[src/hdl/bspf_map.vh]
// Purpose: Offsets, field positions, reset values and timing counts
//          for the boot self-programming flash controller.
// Assumes: 125 MHz core clock, 8-bit register port.
// Notes:   Definitions only; included by bare name.
`ifndef BSPF_MAP_VH
`define BSPF_MAP_VH

// ----
// Register offsets
// ----
`define BSPF_OFF_CTRL      8'h00
`define BSPF_OFF_PTR_LO    8'h01
`define BSPF_OFF_PTR_HI    8'h02
`define BSPF_OFF_DATA_LO   8'h03
`define BSPF_OFF_DATA_HI   8'h04
`define BSPF_OFF_STORE_GO  8'h05
`define BSPF_OFF_INFO      8'h06

// ----
// Control/status field positions and reset value
// ----
`define BSPF_BIT_CMD_EN    0
`define BSPF_BIT_ERASE     1
`define BSPF_BIT_WRITE     2
`define BSPF_BIT_REEN      4
`define BSPF_BIT_RWW_BUSY  6
`define BSPF_CTRL_RST      8'h00

// ----
// Timing
// ----
// Least programming time, 3.7 ms, in 8 ns cycles
`define BSPF_PROG_CYC      19'd462500
`define BSPF_CMD_WINDOW    3'd4

// ----
// Address map of the two variants
// ----
`define BSPF_SMALL_MASK    14'h1FFF
`define BSPF_SMALL_NO_READ_WHILE_WRITE_SECTION    14'h1C00
`define BSPF_MID_NO_READ_WHILE_WRITE_SECTION      14'h3800
`define BSPF_SMALL_BOOT11  14'h1F80
`define BSPF_SMALL_BOOT10  14'h1F00
`define BSPF_SMALL_BOOT01  14'h1E00
`define BSPF_SMALL_BOOT00  14'h1C00
`define BSPF_MID_BOOT11    14'h3F00
`define BSPF_MID_BOOT10    14'h3E00
`define BSPF_MID_BOOT01    14'h3C00
`define BSPF_MID_BOOT00    14'h3800
`define BSPF_PAGE_WORDS    64

`endif

[src/hdl/bspf_timer.v]
// Purpose: One-shot programming timer for erase and write operations.
// Assumes: start is a one-cycle pulse, ignored while running.
// Notes:   Count derived from the least programming time.
`timescale 1ns/1ps
`include "bspf_map.vh"

module bspf_timer #(
  parameter [18:0] CYCLES = `BSPF_PROG_CYC
) (
  // Clock and reset
  input  wire        core_clk,
  input  wire        rst,
  // Control
  input  wire        start,
  output reg         busy_reg,
  output reg         done_reg
);

  reg [18:0] count_reg;

  // ----
  // Down counter
  // ----
  // Done pulses one cycle after the last counted cycle
  always @(posedge core_clk or posedge rst) begin
    if (rst) begin
      count_reg <= 19'h00000;
      busy_reg  <= 1'b0;
      done_reg  <= 1'b0;
    end else begin
      done_reg <= 1'b0;
      if (!busy_reg && start) begin
        count_reg <= CYCLES - 19'h00001;
        busy_reg  <= 1'b1;
      end else if (busy_reg) begin
        if (count_reg == 19'h00000) begin
          busy_reg <= 1'b0;
          done_reg <= 1'b1;
        end else begin
          count_reg <= count_reg - 19'h00001;
        end
      end
    end
  end

endmodule

[src/hdl/bspf_sect.v]
// Purpose: Boot section start and read-while-write limit decoding.
// Assumes: Fuse and variant inputs already stable.
// Notes:   Purely combinational.
`timescale 1ns/1ps
`include "bspf_map.vh"

module bspf_sect (
  // Configuration
  input  wire        variant_mid,
  input  wire [1:0]  boot_sel,
  // Address under test
  input  wire [13:0] addr,
  // Results
  output reg  [13:0] boot_start,
  output reg         in_no_read_while_write_section
);

  // ----
  // Decode
  // ----
  // Small part ignores the top address bit: 13-bit counter
  always @* begin
    if (variant_mid) begin
      case (boot_sel) // [RULE18]
        2'b11:   boot_start = `BSPF_MID_BOOT11;
        2'b10:   boot_start = `BSPF_MID_BOOT10;
        2'b01:   boot_start = `BSPF_MID_BOOT01;
        default: boot_start = `BSPF_MID_BOOT00;
      endcase
      in_no_read_while_write_section = (addr >= `BSPF_MID_NO_READ_WHILE_WRITE_SECTION);
    end else begin
      case (boot_sel) // [RULE16]
        2'b11:   boot_start = `BSPF_SMALL_BOOT11;
        2'b10:   boot_start = `BSPF_SMALL_BOOT10;
        2'b01:   boot_start = `BSPF_SMALL_BOOT01;
        default: boot_start = `BSPF_SMALL_BOOT00;
      endcase
      in_no_read_while_write_section = ((addr & `BSPF_SMALL_MASK) >= `BSPF_SMALL_NO_READ_WHILE_WRITE_SECTION); // [RULE12] [RULE17]
    end
  end

endmodule

[src/hdl/bspf_ctrl.v]
// Purpose: Self-programming sequencer for on-chip program flash.
// Assumes: Boot software drives the register port; fuse and variant
//          straps come from pins; EEPROM busy is on the same clock.
// Notes:   Store-program instruction is a write to the go offset.
`timescale 1ns/1ps
`include "bspf_map.vh"

// Summary of operation
// [RULE1] Only no-read-while-write fetches during programming
// [RULE2] Busy flag held until re-enable completes
// [RULE3] Software polls enable clear before next command
// [RULE4] Software waits for EEPROM write idle first
// [RULE5] Software masks interrupts around timed sequence
// [RULE6] Interrupts never vector into busy section
// [RULE7] Erase bit plus enable, then store erases page
// [RULE8] Write bit plus enable, then store writes page
// [RULE9] Enable alone loads r1:r0 into buffer word
// [RULE10] Re-enable command makes section readable again
// [RULE11] Read-back verify only after re-enable
// [RULE12] Small variant counter is 13 bits wide
// [RULE13] Page select from upper pointer bits
// [RULE14] Word select from pointer bits six to one
// [RULE15] Pointer bit zero must be zero
// [RULE16] Small variant boot size fuse decode
// [RULE17] Small variant section limit at 0x1C00
// [RULE18] Mid variant boot size fuse decode
// [RULE19] Store within four cycles or command lapses
// [RULE20] Erase or write lasts 3.7 to 4.5 ms
// [RULE21] EEPROM write blocks all flash programming
// [RULE22] Enable bit self-clears when operation completes
module bspf_ctrl #(
  parameter [18:0] PROG_CYCLES = `BSPF_PROG_CYC
) (
  // Clock and reset
  input  wire        core_clk,
  input  wire        rst,
  // Register port
  input  wire [7:0]  reg_addr,
  input  wire [7:0]  reg_wdata,
  input  wire        reg_wr,
  input  wire        reg_rd,
  output reg  [7:0]  reg_rdata_reg,
  // EEPROM status, same clock
  input  wire        eeprom_write_busy,
  // Straps from pins
  input  wire        boot_size_sel_hi,
  input  wire        boot_size_sel_lo,
  input  wire        variant_mid_pin,
  // Instruction fetch check
  input  wire        fetch_req,
  input  wire [13:0] fetch_addr,
  output reg         fetch_ok_reg,
  output reg         fetch_deny_reg,
  // Flash array side
  output reg         flash_erase_go_reg,
  output reg         flash_write_go_reg,
  output reg  [7:0]  flash_page_reg,
  input  wire [5:0]  flash_buf_idx,
  output reg  [15:0] flash_buf_data_reg,
  // Status
  output reg         rww_section_busy_reg,
  output reg  [13:0] boot_start_reg
);

  // ----
  // Declarations
  // ----
  reg  [2:0]  strap_s1_reg;
  reg  [2:0]  strap_s2_reg;
  reg  [2:0]  strap_s3_reg;
  reg  [2:0]  strap_reg;
  reg         selfprog_cmd_enable_reg;
  reg         page_erase_cmd_reg;
  reg         page_write_cmd_reg;
  reg         rww_section_reenable_reg;
  reg  [2:0]  window_reg;
  reg  [15:0] ptr_reg;
  reg  [15:0] data_reg;
  reg  [15:0] page_buf_reg [0:`BSPF_PAGE_WORDS-1];
  reg         buf_load_reg;
  wire        variant_mid;
  wire [1:0]  boot_sel;
  wire        timer_busy;
  wire        timer_done;
  wire        ctrl_wr;
  wire        go_wr;
  wire        cmd_live;
  wire        go_erase;
  wire        go_write;
  wire        go_load;
  wire        go_reen;
  wire [5:0]  word_select_field;
  wire [7:0]  page_select_field;
  wire [7:0]  ctrl_view;
  wire [13:0] sect_boot_start;
  wire        sect_in_no_read_while_write_section;

  // ----
  // Strap synchronisers
  // ----
  // Straps come from pins: three stages, accepted once 2nd and 3rd agree
  always @(posedge core_clk or posedge rst) begin
    if (rst) begin
      strap_s1_reg <= 3'h0;
      strap_s2_reg <= 3'h0;
      strap_s3_reg <= 3'h0;
      strap_reg    <= 3'h0;
    end else begin
      strap_s1_reg <= {variant_mid_pin, boot_size_sel_hi, boot_size_sel_lo};
      strap_s2_reg <= strap_s1_reg;
      strap_s3_reg <= strap_s2_reg;
      if (strap_s2_reg == strap_s3_reg) begin
        strap_reg <= strap_s3_reg;
      end
    end
  end

  assign variant_mid = strap_reg[2];
  assign boot_sel    = strap_reg[1:0];

  // ----
  // Pointer field split
  // ----
  // Small part has a 7-bit page field, so the top pointer bit is dropped
  assign word_select_field = ptr_reg[6:1]; // [RULE14]
  assign page_select_field = variant_mid ? ptr_reg[14:7]
                                         : {1'b0, ptr_reg[13:7]}; // [RULE13] [RULE12]

  // ----
  // Command decode
  // ----
  // A control write is refused while a command is armed or EEPROM busy
  assign ctrl_wr  = reg_wr && (reg_addr == `BSPF_OFF_CTRL)
                    && !selfprog_cmd_enable_reg
                    && !eeprom_write_busy; // [RULE3] [RULE4] [RULE21]
  assign go_wr    = reg_wr && (reg_addr == `BSPF_OFF_STORE_GO);
  // Armed, inside the window, and pointer bit zero clear
  assign cmd_live = go_wr && selfprog_cmd_enable_reg && (window_reg != 3'h0)
                    && !timer_busy && !eeprom_write_busy
                    && !ptr_reg[0]; // [RULE19] [RULE15] [RULE21]
  assign go_erase = cmd_live && page_erase_cmd_reg; // [RULE7]
  assign go_write = cmd_live && page_write_cmd_reg; // [RULE8]
  assign go_reen  = cmd_live && rww_section_reenable_reg; // [RULE10]
  assign go_load  = cmd_live && !page_erase_cmd_reg && !page_write_cmd_reg
                    && !rww_section_reenable_reg; // [RULE9]

  // ----
  // Programming timer
  // ----
  bspf_timer #(
    .CYCLES (PROG_CYCLES)
  ) u_timer (
    .core_clk (core_clk),
    .rst      (rst),
    .start    (go_erase | go_write), // [RULE20]
    .busy_reg (timer_busy),
    .done_reg (timer_done)
  );

  // ----
  // Section decoder
  // ----
  bspf_sect u_sect (
    .variant_mid (variant_mid),
    .boot_sel    (boot_sel),
    .addr        (fetch_addr),
    .boot_start  (sect_boot_start),
    .in_no_read_while_write_section     (sect_in_no_read_while_write_section)
  );

  // ----
  // Control and status register
  // ----
  // Enable stays set while an erase or write armed without re-enable runs, so polling sees the op
  always @(posedge core_clk or posedge rst) begin
    if (rst) begin
      selfprog_cmd_enable_reg  <= 1'b0;
      page_erase_cmd_reg       <= 1'b0;
      page_write_cmd_reg       <= 1'b0;
      rww_section_reenable_reg <= 1'b0;
      window_reg               <= 3'h0;
    end else begin
      if (ctrl_wr) begin
        selfprog_cmd_enable_reg  <= reg_wdata[`BSPF_BIT_CMD_EN];
        page_erase_cmd_reg       <= reg_wdata[`BSPF_BIT_ERASE];
        page_write_cmd_reg       <= reg_wdata[`BSPF_BIT_WRITE];
        rww_section_reenable_reg <= reg_wdata[`BSPF_BIT_REEN];
        window_reg <= reg_wdata[`BSPF_BIT_CMD_EN] ? `BSPF_CMD_WINDOW : 3'h0;
      end else if (timer_done) begin
        selfprog_cmd_enable_reg <= 1'b0; // [RULE22]
        page_erase_cmd_reg      <= 1'b0;
        page_write_cmd_reg      <= 1'b0;
      end else if (go_load || go_reen) begin
        selfprog_cmd_enable_reg  <= 1'b0; // [RULE22]
        rww_section_reenable_reg <= 1'b0;
        window_reg               <= 3'h0;
      end else if (go_erase || go_write) begin
        window_reg <= 3'h0;
      end else if (window_reg == 3'h1) begin
        // Store missed its window: the command lapses
        selfprog_cmd_enable_reg  <= 1'b0; // [RULE19]
        page_erase_cmd_reg       <= 1'b0;
        page_write_cmd_reg       <= 1'b0;
        rww_section_reenable_reg <= 1'b0;
        window_reg               <= 3'h0;
      end else if (window_reg != 3'h0) begin
        window_reg <= window_reg - 3'h1;
      end
    end
  end

  // ----
  // Read-while-write section busy flag
  // ----
  // Set wins over clear; clear waits for a re-enable with no op running
  always @(posedge core_clk or posedge rst) begin
    if (rst) begin
      rww_section_busy_reg <= 1'b0;
    end else if (go_erase || go_write) begin
      rww_section_busy_reg <= 1'b1; // [RULE2]
    end else if (go_reen) begin
      rww_section_busy_reg <= 1'b0; // [RULE2] [RULE10]
    end
  end

  // ----
  // Pointer and data holding registers
  // ----
  // Stand-ins for the pointer pair and r1:r0 seen by the store
  always @(posedge core_clk or posedge rst) begin
    if (rst) begin
      ptr_reg  <= 16'h0000;
      data_reg <= 16'h0000;
    end else if (reg_wr) begin
      case (reg_addr)
        `BSPF_OFF_PTR_LO:  ptr_reg[7:0]   <= reg_wdata;
        `BSPF_OFF_PTR_HI:  ptr_reg[15:8]  <= reg_wdata;
        `BSPF_OFF_DATA_LO: data_reg[7:0]  <= reg_wdata;
        `BSPF_OFF_DATA_HI: data_reg[15:8] <= reg_wdata;
        default: ;
      endcase
    end
  end

  // ----
  // Temporary page buffer
  // ----
  // One flop word per entry; held during page write so the array
  // reads a steady image
  always @(posedge core_clk or posedge rst) begin
    if (rst) begin
      buf_load_reg <= 1'b0;
    end else begin
      buf_load_reg <= go_load;
    end
  end

  genvar gi;
  generate
    for (gi = 0; gi < `BSPF_PAGE_WORDS; gi = gi + 1) begin : g_buf
      always @(posedge core_clk or posedge rst) begin
        if (rst) begin
          page_buf_reg[gi] <= 16'h0000;
        end else if (go_load && ({26'h0000000, word_select_field} == gi)) begin
          page_buf_reg[gi] <= data_reg; // [RULE9] [RULE14]
        end
      end
    end
  endgenerate

  // Registered read port toward the flash array
  always @(posedge core_clk or posedge rst) begin
    if (rst) begin
      flash_buf_data_reg <= 16'h0000;
    end else begin
      flash_buf_data_reg <= page_buf_reg[flash_buf_idx];
    end
  end

  // ----
  // Flash array strobes
  // ----
  // Page number latched with the strobe, held for the whole operation
  always @(posedge core_clk or posedge rst) begin
    if (rst) begin
      flash_erase_go_reg <= 1'b0;
      flash_write_go_reg <= 1'b0;
      flash_page_reg     <= 8'h00;
    end else begin
      flash_erase_go_reg <= go_erase; // [RULE7]
      flash_write_go_reg <= go_write; // [RULE8]
      if (go_erase || go_write) begin
        flash_page_reg <= page_select_field; // [RULE13]
      end
    end
  end

  // ----
  // Fetch gate
  // ----
  // While busy only the no-read-while-write section answers; the
  // caller must stall or redirect on a deny
  always @(posedge core_clk or posedge rst) begin
    if (rst) begin
      fetch_ok_reg   <= 1'b0;
      fetch_deny_reg <= 1'b0;
    end else begin
      fetch_ok_reg   <= fetch_req && (!rww_section_busy_reg || sect_in_no_read_while_write_section); // [RULE1]
      fetch_deny_reg <= fetch_req && rww_section_busy_reg && !sect_in_no_read_while_write_section; // [RULE1]
    end
  end

  // Boot start follows the accepted fuse strap
  always @(posedge core_clk or posedge rst) begin
    if (rst) begin
      boot_start_reg <= 14'h0000;
    end else begin
      boot_start_reg <= sect_boot_start; // [RULE16] [RULE18]
    end
  end

  // ----
  // Register read
  // ----
  assign ctrl_view = {1'b0, rww_section_busy_reg, 1'b0, rww_section_reenable_reg,
                      1'b0, page_write_cmd_reg, page_erase_cmd_reg,
                      selfprog_cmd_enable_reg};

  // Data stand in the cycle after the strobe only; unmapped reads zero
  always @(posedge core_clk or posedge rst) begin
    if (rst) begin
      reg_rdata_reg <= 8'h00;
    end else if (reg_rd) begin
      case (reg_addr)
        `BSPF_OFF_CTRL:    reg_rdata_reg <= ctrl_view;
        `BSPF_OFF_PTR_LO:  reg_rdata_reg <= ptr_reg[7:0];
        `BSPF_OFF_PTR_HI:  reg_rdata_reg <= ptr_reg[15:8];
        `BSPF_OFF_DATA_LO: reg_rdata_reg <= data_reg[7:0];
        `BSPF_OFF_DATA_HI: reg_rdata_reg <= data_reg[15:8];
        `BSPF_OFF_INFO:    reg_rdata_reg <= {3'h0, buf_load_reg, timer_busy,
                                             eeprom_write_busy, boot_sel};
        default:           reg_rdata_reg <= 8'h00;
      endcase
    end else begin
      reg_rdata_reg <= 8'h00;
    end
  end

endmodule

[config.mk]
export PLATFORM = sky130hd
export DESIGN_NAME = bspf_ctrl
export DESIGN_NICKNAME = d
export VERILOG_FILES = /design/src/hdl/bspf_timer.v /design/src/hdl/bspf_sect.v /design/src/hdl/bspf_ctrl.v
export VERILOG_INCLUDE_DIRS = /design/src /design/src/hdl
export SDC_FILE = /design/constraint.sdc
export NUM_CORES = 2
export LEC_CHECK = 0
export ABC_CLOCK_PERIOD_IN_PS = 46400
export BUFFER_PORTS_ARGS = -buffer_cell sky130_fd_sc_hd__buf_2
export CAP_MARGIN = 20
export CORE_MARGIN = 4
export CORE_UTILIZATION = 45
export CTS_CLUSTER_DIAMETER = 30
export DETAILED_ROUTE_END_ITERATION = 12
export HOLD_SLACK_MARGIN = 0.12
export PLACE_DENSITY = 0.63
export SLEW_MARGIN = 20
export SYNTH_ARGS = -nofsm -noshare
export SYNTH_HDL_FRONTEND = slang
export SYNTH_SLANG_ARGS = --single-unit
[constraint.sdc]
create_clock -name core_clk -period 46.4 [get_ports core_clk]
set_input_delay 11.6 -clock core_clk [delete_from_list [all_inputs] [get_ports core_clk]]
set_output_delay 11.6 -clock core_clk [all_outputs]
set_load 0.05 [all_outputs]
==> parameters.txt <==
Parameter                              Value

Outcome
  Result of the run ... finished clean

Worst setup path
  Slowest Stage Delay on Critical Path ... 0.71 ns
  Arrival time of data at the critical path endpoint ... 15.55 ns
  Top delay family on crit path ... buffers and inverters
  Combined buffer and inverter count along the critical path ... 4
  Ordered cell list for the critical path ... clkbuf_8 > buf_4 > buf_4 > buf_4 > mux4_2 > o22ai_1 > a211oi_1 > a211oi_1 > nor4_1
  Required @ worst endpoint ... 47.06 ns
  Highest fanout seen on the critical path ... 44
  Crit-path most repeated cell ... sky130_fd_sc_hd__buf_4
  Critical path start-end classification ... input pin to flip-flop
  Crit. path cell count ... 9
  RR Startpoint ... window_reg[0]
  Worst R2R Path Depth ... 7
  CP Launch Point ... flash_buf_idx[1]
  Endpoint class of the critical path ... flip-flop
  Crit-path slowest cell ... sky130_fd_sc_hd__buf_4
  Category of the worst setup path launch point ... input pin

Placement
  Placed cell area ... 53600 sq um
  Half-perimeter wire length of the detailed placement result ... 77000 um
  Number of buffers added on ports ... 78
  Placed Cells incl. Taps ... 4834
  Routability cong. ... 0.786

Hold path
  Critical hold path startpoint ... strap_s1_reg[2]
  WHS Path Cells ... 0
  Type of the worst min-delay path ... flip-flop to flip-flop

Synth
  Distinct cells, synth ... 64
  Post-synthesis register bit count ... 1140
  Cell count after synthesis ... 3479
  Area share of the leading cell type in the synthesized netlist ... 0.549
  XOR/XNOR Fraction of Synth Area ... 0.00202
  Sequential area share after synthesis ... 0.549
  Largest area contributor in the synthesized netlist ... sky130_fd_sc_hd__dfrtp_1
  Post-synthesis compound-gate area fraction ... 0.0302
  Post-Synth Adder-Cell Area ... 0.000964
  Most used flip-flop cell after synthesis ... sky130_fd_sc_hd__dfrtp_1
  Simple-gate share of the synthesized area ... 0.0362
  Largest family of logic cells by synthesized area ... multiplexers
  Share of synthesized area spent on multiplexers ... 0.353
  Share of async-settable or async-resettable flops after synthesis ... 1.00
  EDFF count, synth ... 0
  Main area contributors after synthesis ... sky130_fd_sc_hd__dfrtp_1, sky130_fd_sc_hd__mux2_2, sky130_fd_sc_hd__mux4_2, sky130_fd_sc_hd__mux2i_1, sky130_fd_sc_hd__clkbuf_1
  Synth Area per Inst ... 14.9 sq um
  Cell area after technology mapping ... 51900 sq um
  Yosys Warn Count ... 0

Timing
  Fraction of the cycle the final worst path needs ... 0.321
  Final Max Tran Viols ... 0
  Setup repair after global routing missed its margin ... no
  Final setup fails ... 0
  Clock Skew ... 0.0720 ns
  TNS Setup ... 0 ns
  Transition time of the tightest slew-check pin ... 1.28 ns
  Worst slew slack as a fraction of its limit ... 0.142
  Final hold violations ... 0
  Minimum clock period ... 14.89 ns
  Peak Freq ... 67.2 MHz

Finish
  Post-synthesis to final-layout area growth ... 20.6%
  Share of final-layout standard cells stronger than drive strength 1 ... 0.533
  Post-route cell area ... 62600 sq um
  Fill cells ... 9226
  Most common cell after layout, fill and taps aside ... sky130_fd_sc_hd__mux2_2
  Post-layout net count ... 3648
  Flip-flop count of the largest register after layout ... 1024
  Number of non-filler instances in the completed layout ... 5304
  Leading cell types in the layout, fill and taps excluded ... sky130_fd_sc_hd__mux2_2, sky130_fd_sc_hd__dfrtp_1, sky130_fd_sc_hd__clkbuf_16, sky130_fd_sc_hd__mux4_2, sky130_fd_sc_hd__nand2_1

Die
  Die span in x ... 348 um
  Starting density of the core ... 0.454
  Row cnt ... 124
  Placeable core region ... 115000 sq um
  Count of pins on the block boundary ... 96
  Die H ... 348 um
  Die footprint ... 121000 sq um

Pwr
  Leak Pwr ... 29.9 nW
  Maximum resistive drop on vdd ... 0.0349 mV
  Total power divided by cell area ... 47.5 nW/um^2

Clock tree
  Clock slew seen by the registers of the worst setup and hold paths ... 0.05 ns
  CTS tree ... yes
  Clock tree root driver cell ... sky130_fd_sc_hd__clkbuf_16
  Number of buffers inserted to repair setup after CTS ... 0
  Cts repair resizes ... 0
  Clock buffer depth ... 4
  H-Tree Level Count ... 5
  Clock latency on the worst-skew pair ... 0.86 ns
  TritonCTS buffer count ... 274
  Hold-fix buffers at CTS ... 0
  Number of sinks driven by the clock tree ... 1140

GRT
  Total routing usage reported by global routing ... 0.220
  Overflow left after global routing ... 0
  Largest net degree at the start of global routing ... 174
  Vias in the first global route ... 33.1k
  Number of antenna violations at the first check in global routing ... 2
  Wire length of the first global-routing pass ... 203000 um

Route
  Overall via count from detail_route ... 30.6k
  1st-pass router iterations ... 5
  Mean number of vias per cell ... 5.78
  Post-route DRC violation count ... 0
  Iteration-0 DRC Markers ... 1840
  DRT Wirelength ... 132000 um
  Antenna-violating nets left ... 0
  Routed len/inst ... 24.9 um

Run
  Number of max-capacitance violations reported ... 0
[path summary, 6_finish.rpt]
kind | endpoint | slack (ns)
hold reg to reg | strap_s2_reg[2] | 0.34
min in group asynchronous | boot_start_reg[12] | 10.92
setup / recovery | flash_buf_data_reg[2] | 31.51
max in group asynchronous | page_buf_reg[265] | 32.37
hold / removal | strap_s2_reg[2] | 0.34
setup reg to reg | page_buf_reg[805] | 42.26
[stage by stage]
stage	util	hold WS (ns)	setup WS, ns	power, mW
final	0.547	0.344	31.51	2.98
after CTS	0.547	0.346	31.50	3.01
after global routing	0.547	0.360	31.45	3.07
after floorplan	-	0.331	2.69	1.10
after detailed placement	0.468	0.336	30.55	1.14
after global placement	0.467	0.338	30.56	1.14
[cell families after synthesis]
logic type | count (synthesis)
multiplexers | 1431
AO/OA/AOI/OAI | 232
flip-flops | 1140
XOR/XNOR | 12
other | 2
buffers and inverters | 326
AND/OR/NAND/NOR | 332
adder cells (fa/ha/maj) | 4
[Yosys cell counts, types with 4 or more instances]
cell type / instances
sky130_fd_sc_hd__nor3_2: 6
sky130_fd_sc_hd__o22ai_1: 38
sky130_fd_sc_hd__a221o_1: 4
sky130_fd_sc_hd__xnor2_1: 5
sky130_fd_sc_hd__a221oi_1: 12
sky130_fd_sc_hd__dfrtp_1: 1140
sky130_fd_sc_hd__or4_1: 4
sky130_fd_sc_hd__a22oi_1: 15
sky130_fd_sc_hd__a21oi_1: 26
sky130_fd_sc_hd__a311oi_1: 12
sky130_fd_sc_hd__ha_1: 4
sky130_fd_sc_hd__or2_2: 4
sky130_fd_sc_hd__nor3_4: 10
sky130_fd_sc_hd__buf_2: 68
sky130_fd_sc_hd__nor2_2: 25
sky130_fd_sc_hd__a211oi_1: 50
sky130_fd_sc_hd__buf_4: 16
sky130_fd_sc_hd__nand3_1: 11
sky130_fd_sc_hd__clkbuf_1: 187
sky130_fd_sc_hd__o21ai_0: 40
sky130_fd_sc_hd__a21o_1: 4
sky130_fd_sc_hd__nor2b_1: 16
sky130_fd_sc_hd__mux4_2: 208
sky130_fd_sc_hd__nor3_1: 8
sky130_fd_sc_hd__buf_6: 11
sky130_fd_sc_hd__mux2_1: 7
sky130_fd_sc_hd__and2_1: 5
sky130_fd_sc_hd__buf_1: 30
sky130_fd_sc_hd__nand2_1: 112
sky130_fd_sc_hd__mux2i_1: 83
sky130_fd_sc_hd__nor4_1: 18
sky130_fd_sc_hd__nand4b_1: 4
sky130_fd_sc_hd__mux2_2: 1133
sky130_fd_sc_hd__a31oi_1: 17
sky130_fd_sc_hd__inv_1: 12
sky130_fd_sc_hd__nor2_1: 56
sky130_fd_sc_hd__a222oi_1: 4
sky130_fd_sc_hd__xor2_1: 7
sky130_fd_sc_hd__and3_1: 13
sky130_fd_sc_hd__nand2b_1: 11
[report_power, final]
group          total (mW)  internal [mW]  switching (mW)
combinational       0.115         0.0280          0.0866
clock                1.85           1.28           0.571
sequential           1.01           1.00         0.00796
total                2.98           2.31           0.665
[routing by layer]
metal	vias to the layer above	wire, um	track usage
met2	738	62500	0.351
li1	13200	-	-
met3	261	6820	0.0463
met5	-	165	0.0122
met4	2	4580	0.0877
met1	16400	58200	0.297
[layout make-up]
cell class | instances | area [sq um] | share of cell area
Timing Repair Buffer | 150 | 1020 | 0.0162
Inverter | 14 | 60.1 | 0.000959
Sequential cell | 1140 | 28500 | 0.456
Clock inverter | 124 | 1440 | 0.0229
Multi-Input combinational cell | 2019 | 22100 | 0.353
Tap cell | 1512 | 1890 | 0.0302
Antenna cell | 3 | 7.51 | 0.000120
Clock buffer | 342 | 7600 | 0.121
No activity file was read; power rests on OpenSTA's default activity.
